<file path="src/hdl/rx_ptp_cfg_pkg.sv">
// package for the receive ptp configuration bank: offsets, resets, fields.
// assumes word addressing on the register port (one index per register).
package rx_ptp_cfg_pkg;

  // ----------------------------------------------------------------------
  // register indices, byte address is four times the index
  // ----------------------------------------------------------------------
  localparam int ADDR_W = 14;
  localparam logic [11:0] IDX_CORE_REVISION = 12'hb00;
  localparam logic [11:0] IDX_SCRATCH_WORD = 12'hb01;
  localparam logic [11:0] IDX_VARIANT_FIRST = 12'hb02;
  localparam logic [11:0] IDX_VARIANT_MIDDLE = 12'hb03;
  localparam logic [11:0] IDX_VARIANT_LAST = 12'hb04;
  localparam logic [11:0] IDX_MAC_CLOCK_PERIOD = 12'hb05;
  localparam logic [11:0] IDX_SERIAL_LATENCY = 12'hb06;

  // ----------------------------------------------------------------------
  // field layout
  // ----------------------------------------------------------------------
  localparam int PERIOD_W = 20;
  localparam int PERIOD_NS_MSB = 19;
  localparam int PERIOD_NS_LSB = 16;
  localparam int FRAC_MSB = 15;
  localparam int LAT_NS_MSB = 31;
  localparam int LAT_NS_LSB = 16;

  // ----------------------------------------------------------------------
  // reset and fixed values
  // ----------------------------------------------------------------------
  // identity words: arbitrary neutral values
  localparam logic [31:0] CORE_REVISION = 32'h0000_0001;
  localparam logic [31:0] VARIANT_FIRST = 32'h5258_4130;
  localparam logic [31:0] VARIANT_MIDDLE = 32'h5258_4131;
  localparam logic [31:0] VARIANT_LAST = 32'h5258_4132;
  localparam logic [31:0] SCRATCH_RESET = 32'h0000_0000;
  localparam logic [31:0] LATENCY_RESET = 32'h0000_0000;
  localparam logic [31:0] READ_UNMAPPED = 32'h0000_0000;
  // 2.56 ns (390.625 mhz mac clock): 2 ns plus 0.56 * 65536
  localparam logic [19:0] PERIOD_RESET = 20'h2_8f5c;

endpackage

</file>
<file path="src/hdl/rx_ptp_cfg_regs.sv">
// receive ptp configuration bank: revision, scratch, variant string words,
// mac clock period and serial input latency.
// assumes a word-indexed register port on core_clk_i, master as described.
// Operation
// - fixed read-only revision word; writes leave it unchanged
// - scratch word resets to zero, reads back last write, no effect
// - three read-only variant words, first characters at lowest index
// - period field 20 bits: 19..16 whole ns, 15..0 ns fraction
// - latency 32-bit rw, reset zero: 31..16 whole ns, 15..0 fraction
//
// Added by the designer: the strobed register port.
module rx_ptp_cfg_regs #(
  parameter logic [19:0] PERIOD_DEFAULT = rx_ptp_cfg_pkg::PERIOD_RESET
) (
  input wire logic core_clk_i,
  input wire logic arst_n_i,
  input wire logic [rx_ptp_cfg_pkg::ADDR_W-1:0] reg_addr_i,
  input wire logic [31:0] reg_wdata_i,
  input wire logic reg_wr_i,
  input wire logic reg_rd_i,
  output logic [31:0] reg_rdata_o,
  output logic [19:0] rx_period_o,
  output logic [3:0] rx_period_ns_o,
  output logic [15:0] rx_period_frac_o,
  output logic [31:0] rx_latency_o,
  output logic [15:0] rx_latency_ns_o,
  output logic [15:0] rx_latency_frac_o
);

  // ----------------------------------------------------------------------
  // decode
  // ----------------------------------------------------------------------
  logic [31:0] scratch_r;
  logic [19:0] period_r;
  logic [31:0] latency_r;
  logic [31:0] rdata_r;
  logic [31:0] rdata_nxt;
  logic hit_page;
  logic [11:0] idx;
  logic wr_scratch;
  logic wr_period;
  logic wr_latency;

  // indices are 12 bits; upper address bits must be zero to hit
  assign hit_page = (reg_addr_i[rx_ptp_cfg_pkg::ADDR_W-1:12] == 2'h0);
  assign idx = reg_addr_i[11:0];
  assign wr_scratch = reg_wr_i && hit_page &&
                      (idx == rx_ptp_cfg_pkg::IDX_SCRATCH_WORD);
  assign wr_period = reg_wr_i && hit_page &&
                     (idx == rx_ptp_cfg_pkg::IDX_MAC_CLOCK_PERIOD);
  assign wr_latency = reg_wr_i && hit_page &&
                      (idx == rx_ptp_cfg_pkg::IDX_SERIAL_LATENCY);

  // ----------------------------------------------------------------------
  // storage
  // ----------------------------------------------------------------------
  always_ff @(posedge core_clk_i or negedge arst_n_i) begin
    if (!arst_n_i) begin
      scratch_r <= rx_ptp_cfg_pkg::SCRATCH_RESET;
    end else if (wr_scratch) begin
      scratch_r <= reg_wdata_i;
    end
  end

  always_ff @(posedge core_clk_i or negedge arst_n_i) begin
    if (!arst_n_i) begin
      period_r <= PERIOD_DEFAULT;
    end else if (wr_period) begin
      period_r <= reg_wdata_i[rx_ptp_cfg_pkg::PERIOD_W-1:0];
    end
  end

  // software is trusted to load a sane latency; hardware never checks it
  always_ff @(posedge core_clk_i or negedge arst_n_i) begin
    if (!arst_n_i) begin
      latency_r <= rx_ptp_cfg_pkg::LATENCY_RESET;
    end else if (wr_latency) begin
      latency_r <= reg_wdata_i;
    end
  end

  // ----------------------------------------------------------------------
  // read path, data valid only in the cycle after the strobe
  // ----------------------------------------------------------------------
  always_comb begin
    rdata_nxt = rx_ptp_cfg_pkg::READ_UNMAPPED;
    if (reg_rd_i && hit_page) begin
      case (idx)
        rx_ptp_cfg_pkg::IDX_CORE_REVISION:
          rdata_nxt = rx_ptp_cfg_pkg::CORE_REVISION;
        rx_ptp_cfg_pkg::IDX_SCRATCH_WORD:
          rdata_nxt = scratch_r;
        rx_ptp_cfg_pkg::IDX_VARIANT_FIRST:
          rdata_nxt = rx_ptp_cfg_pkg::VARIANT_FIRST;
        rx_ptp_cfg_pkg::IDX_VARIANT_MIDDLE:
          rdata_nxt = rx_ptp_cfg_pkg::VARIANT_MIDDLE;
        rx_ptp_cfg_pkg::IDX_VARIANT_LAST:
          rdata_nxt = rx_ptp_cfg_pkg::VARIANT_LAST;
        rx_ptp_cfg_pkg::IDX_MAC_CLOCK_PERIOD:
          rdata_nxt = {12'h000, period_r};
        rx_ptp_cfg_pkg::IDX_SERIAL_LATENCY:
          rdata_nxt = latency_r;
        default:
          rdata_nxt = rx_ptp_cfg_pkg::READ_UNMAPPED;
      endcase
    end
  end

  // read data return to zero outside the answer cycle
  always_ff @(posedge core_clk_i or negedge arst_n_i) begin
    if (!arst_n_i) begin
      rdata_r <= rx_ptp_cfg_pkg::READ_UNMAPPED;
    end else begin
      rdata_r <= rdata_nxt;
    end
  end

  // ----------------------------------------------------------------------
  // outputs to the timestamp logic
  // ----------------------------------------------------------------------
  assign reg_rdata_o = rdata_r;
  assign rx_period_o = period_r;
  assign rx_period_ns_o =
    period_r[rx_ptp_cfg_pkg::PERIOD_NS_MSB:rx_ptp_cfg_pkg::PERIOD_NS_LSB];
  assign rx_period_frac_o = period_r[rx_ptp_cfg_pkg::FRAC_MSB:0];
  assign rx_latency_o = latency_r;
  assign rx_latency_ns_o =
    latency_r[rx_ptp_cfg_pkg::LAT_NS_MSB:rx_ptp_cfg_pkg::LAT_NS_LSB];
  assign rx_latency_frac_o = latency_r[rx_ptp_cfg_pkg::FRAC_MSB:0];

endmodule

</file>
<file path="config.mk">
export PLATFORM = sky130hd
export DESIGN_NAME = rx_ptp_cfg_regs
export DESIGN_NICKNAME = d
export VERILOG_FILES = /design/src/hdl/rx_ptp_cfg_pkg.sv /design/src/hdl/rx_ptp_cfg_regs.sv
export SDC_FILE = /design/constraint.sdc
export NUM_CORES = 1
export LEC_CHECK = 0
export ABC_AREA = 1
export BUFFER_PORTS_ARGS = -buffer_cell sky130_fd_sc_hd__buf_4
export CAP_MARGIN = 5
export CORE_ASPECT_RATIO = 1.1
export CORE_UTILIZATION = 45
export DETAILED_ROUTE_END_ITERATION = 8
export GPL_TIMING_DRIVEN = 0
export PLACE_DENSITY = 0.75
export SYNTH_ARGS = -nofsm -noshare
export SYNTH_HDL_FRONTEND = slang
export SYNTH_SLANG_ARGS = --single-unit
</file>
<file path="constraint.sdc">
create_clock -name core_clk_i -period 0.8 [get_ports core_clk_i]
set_input_delay 0.24 -clock core_clk_i [delete_from_list [all_inputs] [get_ports core_clk_i]]
set_output_delay 0.24 -clock core_clk_i [all_outputs]
set_load 0.02 [all_outputs]
</file>
==> results of run 1 <==
## cells by family after synthesis
family                 synth area share
DFF                               0.519
and+or+nand+nor                   0.222
AOI/OAI and AO/OA                 0.101
buffers and inverters             0.158
## timing repair
action / CTS
cloned: 23
endpoints found under the hold margin: 51
gates resized for setup: 415
setup endpoints to repair: 252
pin swaps: 60
setup buffers: 87
## per-stage QoR
step / util / hold WS [ps] / instances / worst slack (ps) / setup TNS [ps]
after floorplan: - / -55.6 / 648 / -408 / -47820
after CTS: 0.905 / -86.2 / 1129 / -618 / -102570
after detailed placement: 0.623 / 344 / 988 / -836 / -119080
after global placement: 0.620 / 464 / 987 / -857 / -178540
==> flow_summary.toml, run 1 <==
[synth]
synthArstFlopShare = 1.00
yosysMostFrequentCell = "nand2_1"
ys.flop_type = "dfrtp_1"
yosysSeqAreaShare = 0.519
ys_ff_latch = 116
yosysUniqueCellTypes = 26
synth_nets = 698
synth_top_area_frac = 0.472
yosys_warnings = 0
synth_largest_area_cell = "dfrtp_1"
syn_inst = 648
synth_edf_count = 0
avgSynthCellArea_um2 = 8.67
synth.cells.most_frequent = "nand2_1, dfrtp_1, nor2_1"
synth_area_leaders = "dfrtp_1, nand2_1, buf_4"
netlist_area_mm2 = 0.00562

[global_routing]
grt_max_degree = 64

[outcome]
lastStage = "5_1_grt"
status = "stopped before the end"
stop_error = "[ERROR DPL-0038] Utilization greater than 100%, impossible to legalize"

[die]
die_h_um = 119
start_util = 0.465
chipWidth_um = 109
rows = 42
io_pins = 186

[clock_tree]
cts-root-buf = "clkbuf_16"
clk_path_buf_depth = 2
cts_buffers = 17
h-tree-depth = 4
numClockSinks = 116

[placement]
portBuffers = 185
dp.final_hpwl_um = 10900
place_congestion = 0.818
place_area_mm2 = 0.00752

[sta]
worstEndpointType = "primary output"
crit_endpoint = "rx_period_o[4]"
==> inputs of run 2 (changes only) <==
CORE_ASPECT_RATIO = not set   (was 1.1)
CORE_UTILIZATION = 30   (was 45)
PLACE_DENSITY = not set   (was 0.75)
PLACE_DENSITY_LB_ADDON = 0.15   (was not set)
clock period = 1.05 ns   (was 0.8 ns; I/O delays follow)
==> run 2 against run 1 <==
Net effect: the flow now finishes, with violations (DRC, hold timing, setup timing); synthesized area did not move; synthesized cell count did not move.
==> flow_summary.toml, run 2 <==
[synth]
ys_ff_latch = 116
yosysUniqueCellTypes = 26
synth.cells.most_frequent = "nand2_1, dfrtp_1, nor2_1"
synth_top_area_frac = 0.472
synth_nets = 698
yosysSeqAreaShare = 0.519
yosys_warnings = 0
syn_inst = 648
ys.flop_type = "dfrtp_1"
synth_area_leaders = "dfrtp_1, nand2_1, buf_4"
avgSynthCellArea_um2 = 8.67
synth_edf_count = 0
synthArstFlopShare = 1.00
synth_largest_area_cell = "dfrtp_1"
yosysMostFrequentCell = "nand2_1"
netlist_area_mm2 = 0.00562

[global_routing]
grt_pass1_vias = 5748
grt_pass1_wl_um = 32100
antenna_found_initial = 0
busiest_layer = "met2"
grt_max_degree = 64
grt_use_met3 = 0.0414
grt_util_met1 = 0.274
grt_use_met2 = 0.385
grt_util_all_layers = 0.222
grt_overflow = 0

[worst_setup_path]
slowest_stage = "dfstp_2"
cp-end-kind = "primary output"
setup.worst_path.class = "flip-flop to primary output"
reg2reg_depth = 6
required_ps = 730
crit_path_cell_trace = "buf_6 > buf_6"
cpPeakStageDelay_ps = 570
timing.rr.end = "reg_rdata_o[6]"
setup.worst_path.start_class = "flip-flop"
critPathMaxFanout = 3
crit_top_cell = "buf_6"
arrival_ps = 1180
ff2ff_setup_slack_ps = -50
r2r_start = "rx_latency_o[6]"

[worst_hold_path]
worstHoldPathType = "primary input to async pin"

[sta]
tightest_slew_ps = 531
period_needed_ps = 1500
timing.fmax_mhz = 667
fin_ws_ps = -450
finClkSkew_ps = 6.53
setup_viol = 250
fin_crit_sh = 1.43
final_max_slew_viol_count = 0
hold_viol = 43
rsz0062_at_grt = "true"
relSlewSlack = 0.646
holdWs_ps = -153
setup_tns_ps = -57360

[clock_tree]
cts-root-buf = "clkbuf_16"
numClockSinks = 116
cts_buffers = 17
h-tree-depth = 4
clk_path_buf_depth = 2
clock_latency_ps = 420
tritoncts = "done"
clkSlewWorstSetupHoldPaths_ps = 60

[drt]
wl_um = 21500
viasPerCell = 4.64
first_iter_violations = 245
drcViolationCount = 9
wl_per_cell_um = 17.6
dr_total_vias = 5640
antenna_left = 0
drt_pass1_iterations = 8

[finish]
final_cell_mix = "buf_6, buf_4, dfrtp_1"
regArea_mm2 = 0.00293
syn_to_final_growth_pct = 108
nets = 1024
final_common_cell = "buf_6"
multi_input_area_mm2 = 0.00301
drive_gt1_frac = 0.719
antennaDiodeCount = 0
fillers = 1420

[power]
p_leak_uw = 0.00541
power.switching_uw = 2450
vdd_ir_drop_max_v = 0.00117
p_int_uw = 8330
p_seq_frac = 0.416
power.share.clock = 0.530
comb_power_share = 0.054
power_density_mw_per_mm2 = 924
swShare = 0.227

[die]
start_util = 0.310
core_area_mm2 = 0.0181
rows = 49
io_pins = 186
die_h_um = 139
chipWidth_um = 139
die-area_mm2 = 0.0193

[placement]
place_congestion = 0.737
dp.final_hpwl_um = 11600
portBuffers = 185

[outcome]
violations = "DRC, hold timing, setup timing"
status = "finished with violations"

[job]
drv_cap = 0
==> run 2: kinds of logic (layout without fill, tap and decap cells) <==
| kind of cell | count (synthesis) | in the layout | share of synthesized area |
|---|---|---|---|
| buf+inv | 149 | 486 | 0.158 |
| compound gates | 89 | 89 | 0.101 |
| flops | 116 | 116 | 0.519 |
| simple gates | 294 | 296 | 0.222 |
==> run 2: layout make-up <==
type,count,share of cell area
timing repair buffer,312,0.306
tap,229,0.0246
clock buffer,23,0.0401
sequential,116,0.251
buffer,79,0.0888
inverter,63,0.0231
clock inverter,9,0.00890
multi-input combinational,385,0.258
==> run 2: repair_timing <==
item,in CTS,in global routing
setup buffers,97,15
pin swaps,44,50
resized for setup,408,227
cloned,23,4
setup endpoints to repair,252,252
hold endpoints to repair,43,43
==> run 2: metrics by stage <==
step | power (uW) | cells | instance area, um2 | util | setup slack (ps)
after floorplan | 4690 | 648 | 5710 | - | -235
after global placement | 4980 | 1062 | 7380 | 0.407 | -707
after detailed placement | 5000 | 1063 | 7410 | 0.408 | -673
after CTS | 10700 | 1215 | 11000 | 0.604 | -452
after global routing | 11100 | 1216 | 11700 | 0.643 | -474
final | 10800 | 1216 | 11700 | 0.643 | -450
==> run 2: power by group through the flow <==
stage	clock network [uW]	logic, uW	registers [uW]
finish	5720	577	4480
global route	5980	626	4480
CTS	5730	525	4480
detailed placement	0	437	4560
floorplan	0	127	4560
global placement	0	421	4560
==> run 2: worst max-delay path, delay by kind of cell (launching register included) <==
family	cells	cell delay (ps)
flops	1	570
buf+inv	2	200
==> run 2: worst max path at each step <==
stage | start | endpoint | slack (ps) | cells after the start
2_1_floorplan | reg_addr_i[10] | rx_latency_o[11] | -230 | 8
3_3_place_gp | arst_n_i | rx_latency_o[18] | -710 | 1
3_5_place_dp | reg_addr_i[10] | reg_rdata_o[1] | -670 | 9
4_1_cts | rx_period_o[11] | rx_period_o[11] | -450 | 2
5_1_grt | rx_period_o[11] | rx_period_o[11] | -470 | 2
6_report | rx_period_o[2] | rx_period_o[2] | -450 | 2
==> run 2: metal layers <==
layer  vias up  share of wire  wire, um
li1       2656              -         -
met1      2792           0.41      8860
met2       162           0.52     11100
met3        30          0.048      1030
met4         0          0.022       475
met5         -              0         0
(Power assumes the default switching activity.)
==> inputs of run 3 (changes only) <==
ABC_AREA = not set   (was 1)
==> run 3 against run 2 <==
Net effect: the run ends with hold timing, setup timing left; via count fell by 25%; design area fell by 17%; critical path depth is the same; utilization down 8.6 points; clock skew decreased by 1.6 ps; clock-buffer cell count shrank 1; register-to-register slack lost 140 ps; hold slack better by 20 ps; largest power group unchanged.
==> flow_summary.toml, run 3 <==
[sta]
holdWs_ps = -133
period_needed_ps = 1500
timing.fmax_mhz = 666
finClkSkew_ps = 4.97
hold_viol = 50
rsz0062_at_grt = "true"
setup_viol = 252
final_max_slew_viol_count = 0
fin_crit_sh = 1.43
tightest_slew_ps = 564
fin_ws_ps = -452
relSlewSlack = 0.624

[die]
chipWidth_um = 136
core_area_mm2 = 0.0174
die_h_um = 136
die-area_mm2 = 0.0184
io_pins = 186
start_util = 0.309
rows = 48

[clock_tree]
numClockSinks = 116
h-tree-depth = 4
cts_buffers = 17
clkSlewWorstSetupHoldPaths_ps = 50
clock_latency_ps = 410
cts-root-buf = "clkbuf_16"
clk_path_buf_depth = 2
tritoncts = "done"

[drt]
viasPerCell = 4.53
wl_per_cell_um = 17.9
dr_total_vias = 4222
first_iter_violations = 189
drt_pass1_iterations = 4
drcViolationCount = 0
antenna_left = 0
wl_um = 16600

[worst_setup_path]
reg2reg_depth = 5
timing.rr.end = "reg_rdata_o[0]"
ff2ff_setup_slack_ps = -190
cp-end-kind = "primary output"
critPathMaxFanout = 3
setup.worst_path.start_class = "flip-flop"
r2r_start = "rx_latency_o[0]"
arrival_ps = 1190
required_ps = 730
setup.worst_path.class = "flip-flop to primary output"

[finish]
antennaDiodeCount = 0
final_cell_mix = "buf_6, buf_4, dfrtp_1"
drive_gt1_frac = 0.727
design_area_mm2 = 0.00966
syn_to_final_growth_pct = 80.0
nets = 743
instances_no_fill = 931
final_util = 0.557
final_common_cell = "buf_6"

[synth]
synth.cells.most_frequent = "dfrtp_1, mux2_2, buf_4"
syn_inst = 418
ys_ff_latch = 116
avgSynthCellArea_um2 = 12.8
netlist_area_mm2 = 0.00537
synth_top_area_frac = 0.494
yosysMostFrequentCell = "dfrtp_1"
ys.flop_type = "dfrtp_1"
synth_largest_area_cell = "dfrtp_1"
synthArstFlopShare = 1.00
yosysUniqueCellTypes = 30
synth_area_leaders = "dfrtp_1, mux2_2, mux2_4"
synth_nets = 468
yosysSeqAreaShare = 0.543
synth_edf_count = 0
yosys_warnings = 0

[global_routing]
grt_max_degree = 61
grt_util_all_layers = 0.190
antenna_found_initial = 0
grt_pass1_wl_um = 25400
grt_pass1_vias = 4548
grt_overflow = 0

[power]
p_leak_uw = 0.00485
power_density_mw_per_mm2 = 1130
vdd_ir_drop_max_v = 0.00111

[worst_hold_path]
worstHoldPathType = "primary input to async pin"

[outcome]
violations = "hold timing, setup timing"
status = "finished with violations"

[placement]
dp.final_hpwl_um = 10200
place_inst = 828
place_congestion = 0.717
portBuffers = 184
place_area_mm2 = 0.00723

[job]
drv_cap = 0
-- run 3: power breakdown --
part	internal (uW)	switching [uW]	total (uW)
sequential	4480	4.17	4490
clock	3830	2020	5850
combinational	263	337	600
total	8580	2360	10900
-- run 3: worst max-delay path by stage --
| stage | startpoint | to | slack, ps |
|---|---|---|---|
| 6_report | rx_period_o[2] | rx_period_o[2] | -450 |
| 5_1_grt | rx_period_o[2] | rx_period_o[2] | -480 |
| 4_1_cts | rx_period_o[3] | rx_period_o[3] | -460 |
| 3_5_place_dp | reg_addr_i[6] | rx_latency_o[14] | -930 |
| 3_3_place_gp | reg_addr_i[6] | rx_latency_o[14] | -890 |
| 2_1_floorplan | reg_addr_i[1] | scratch_r[10] | -580 |
-- run 3: layout make-up --
cell class,instances,area (um2)
buffer,75,901
clock inverter,10,130
sequential,116,2930
clock buffer,22,464
timing repair buffer,257,2740
inverter,1,3.75
multi-input combinational,225,2220
fill,1430,7690
tap,225,282
-- run 3: stage by stage --
| stage | setup TNS (ps) | total power, uW | hold WS (ps) | worst slack (ps) |
|---|---|---|---|---|
| global route | -78990 | 11300 | -97.1 | -482 |
| finish | -69740 | 10900 | -133 | -452 |
| global placement | -159270 | 5080 | 488 | -889 |
| floorplan | -51860 | 4750 | 19.4 | -578 |
| detailed placement | -92320 | 5110 | 322 | -929 |
| CTS | -74190 | 11000 | -106 | -457 |
-- run 3: kinds of logic (layout without fill, tap and decap cells) --
group,after synthesis,count (layout),share of synthesized area
flops,116,116,0.543
mux,102,102,0.232
buf+inv,77,365,0.0990
simple gates,74,74,0.0701
compound gates,49,49,0.0559
-- run 3: routing by layer --
layer | vias up | part of all wire | track usage | routed length, um
met5 | - | 0 | 0 | 0
met4 | 0 | 0.012 | 0.0630 | 197
met3 | 17 | 0.057 | 0.0441 | 954
met2 | 146 | 0.50 | 0.313 | 8300
met1 | 2100 | 0.43 | 0.243 | 7200
li1 | 1959 | - | - | -
-- run 3: worst max-delay path, cell delays in order, from the launching register on --
cell,delay [ps]
dfstp_2,570
buf_6,100
buf_6,100
-- run 3: timing repair --
action                                 4_1_cts  5_1_grt
endpoints found under the hold margin       50       50
setup endpoints to repair                  252      252
buffers inserted                            61        3
resized for setup                          259       55
pin swaps                                    5        8
cloned                                      11        0
==> inputs of run 4 (changes only) <==
CELL_PAD_IN_SITES_DETAIL_PLACEMENT = 1   (was not set)
CELL_PAD_IN_SITES_GLOBAL_PLACEMENT = 1   (was not set)
==> run 4 against run 3 <==
Net effect: the run still ends with hold timing, setup timing left; routed wire length up 8.4%; combinational power up 2%; via count up 3.4%; power up 4.6%; die area unchanged; clock-buffer cell count unchanged; global-route usage up 1.9 points; hold slack better by 11 ps; design area up 0.54%; non-clock buffer count up 1; sequential cell count unchanged; setup slack worse by 10 ps; critical path type unchanged; critical endpoint is now rx_period_o[4].
==> flow_summary.toml, run 4 (synthesis results as in run 3) <==
[worst_hold_path]
worstHoldPathType = "primary input to async pin"

[sta]
setup_viol = 252
rsz0062_at_grt = "true"
period_needed_ps = 1510
relSlewSlack = 0.603
finClkSkew_ps = 4.30
timing.fmax_mhz = 661
holdWs_ps = -122
hold_viol = 55
fin_ws_ps = -462
tightest_slew_ps = 596
fin_crit_sh = 1.44
final_max_slew_viol_count = 0

[placement]
portBuffers = 184
dp.final_hpwl_um = 10900
place_congestion = 0.763

[finish]
drive_gt1_frac = 0.733
final_common_cell = "buf_6"
fillers = 1687
nets = 744
antennaDiodeCount = 0
regArea_mm2 = 0.00293
final_cell_mix = "buf_6, buf_4, dfrtp_1"
multi_input_area_mm2 = 0.00225
syn_to_final_growth_pct = 81.0

[drt]
drt_pass1_iterations = 4
highest_layer = "met4"
viasPerCell = 4.68
drt-met1-wl_um = 7640
first_iter_violations = 100
wl_met3_um = 774
met2WireLength_um = 9320
dr_total_vias = 4366
drcViolationCount = 0
antenna_left = 0
wl_per_cell_um = 19.4
wl_um = 18100

[die]
io_pins = 186
die_h_um = 136
die-area_mm2 = 0.0184
core_area_mm2 = 0.0174
rows = 48
chipWidth_um = 136
start_util = 0.309

[worst_setup_path]
critical_path.top_delay_family = "flip-flops"
crit_path_cell_trace = "buf_6 > buf_6"
crit_top_cell = "buf_6"
cp-end-kind = "primary output"
setup.worst_path.start_class = "flip-flop"
setup.worst_path.class = "flip-flop to primary output"
required_ps = 730
critPathMaxFanout = 4
cpPeakStageDelay_ps = 570
r2r_start = "rx_period_o[14]"
ff2ff_setup_slack_ps = -190
worst-path-buf-inv = 2
arrival_ps = 1200
timing.rr.end = "reg_rdata_o[14]"
reg2reg_depth = 5
slowest_stage = "dfstp_2"

[clock_tree]
clock_latency_ps = 410
clkSlewWorstSetupHoldPaths_ps = 50
cts_buffers = 17
clk_path_buf_depth = 2
numClockSinks = 116
tritoncts = "done"
h-tree-depth = 4
cts-root-buf = "clkbuf_16"

[power]
vdd_ir_drop_max_v = 0.00112
comb_power_share = 0.054
power_uw = 11400
power.switching_uw = 2370
power.share.clock = 0.554
swShare = 0.207
p_leak_uw = 0.00487
power_density_mw_per_mm2 = 1180
p_int_uw = 9060
p_seq_frac = 0.392

[global_routing]
grt_pass1_vias = 4874
grt_max_degree = 62
grt_pass1_wl_um = 28100
grt_util_all_layers = 0.209
antenna_found_initial = 0
grt_overflow = 0

[outcome]
violations = "hold timing, setup timing"
status = "finished with violations"

[job]
drv_cap = 0
-- run 4: what timing repair did --
item,in CTS,in global routing
hold endpoints to repair,55,55
pin swaps,8,9
resized for setup,260,67
gates cloned,11,0
setup endpoints to repair,252,252
buffers inserted,58,8
-- run 4: layout make-up --
cell class | instances | area share
Sequential cell | 116 | 0.301
Timing Repair Buffer | 258 | 0.278
Multi-Input combinational cell | 225 | 0.231
Buffer | 75 | 0.0943
Clock buffer | 22 | 0.0478
Tap cell | 225 | 0.0290
Clock inverter | 10 | 0.0183
Inverter | 1 | 0.000386
-- run 4: routing by layer --
| metal | global-route usage | up-vias |
|---|---|---|
| met2 | 0.358 | 138 |
| met5 | 0 | - |
| met3 | 0.0426 | 27 |
| met4 | 0.0705 | 0 |
| met1 | 0.260 | 2235 |
| li1 | - | 1966 |
-- run 4: power by group through the flow --
stage | sequential [uW] | clock (uW) | combinational [uW]
after global routing | 4480 | 6630 | 670
after global placement | 4560 | 0 | 526
after CTS | 4480 | 6460 | 599
final | 4490 | 6330 | 614
after detailed placement | 4560 | 0 | 555
after floorplan | 4560 | 0 | 184
-- run 4: worst max-delay path by stage --
| stage | start | endpoint | slack (ps) | depth (start not counted) |
|---|---|---|---|---|
| 2_1_floorplan | reg_addr_i[1] | scratch_r[10] | -580 | 7 |
| 3_3_place_gp | reg_addr_i[6] | rx_latency_o[19] | -930 | 5 |
| 5_1_grt | rx_period_o[9] | rx_period_o[9] | -490 | 2 |
| 6_report | rx_period_o[4] | rx_period_o[4] | -460 | 2 |
| 3_5_place_dp | reg_addr_i[6] | rx_latency_o[14] | -950 | 5 |
| 4_1_cts | rx_period_o[2] | rx_period_o[2] | -470 | 2 |
-- run 4: metrics by stage --
step | utilization | cell area (um2) | std cells | TNS (ps) | setup slack, ps
2_1_floorplan | - | 5530 | 418 | -51860 | -578
3_3_place_gp | 0.415 | 7200 | 827 | -163330 | -928
3_5_place_dp | 0.416 | 7230 | 828 | -93870 | -950
4_1_cts | 0.547 | 9490 | 928 | -64830 | -468
5_1_grt | 0.560 | 9720 | 932 | -75290 | -488
6_report | 0.560 | 9720 | 932 | -68570 | -462
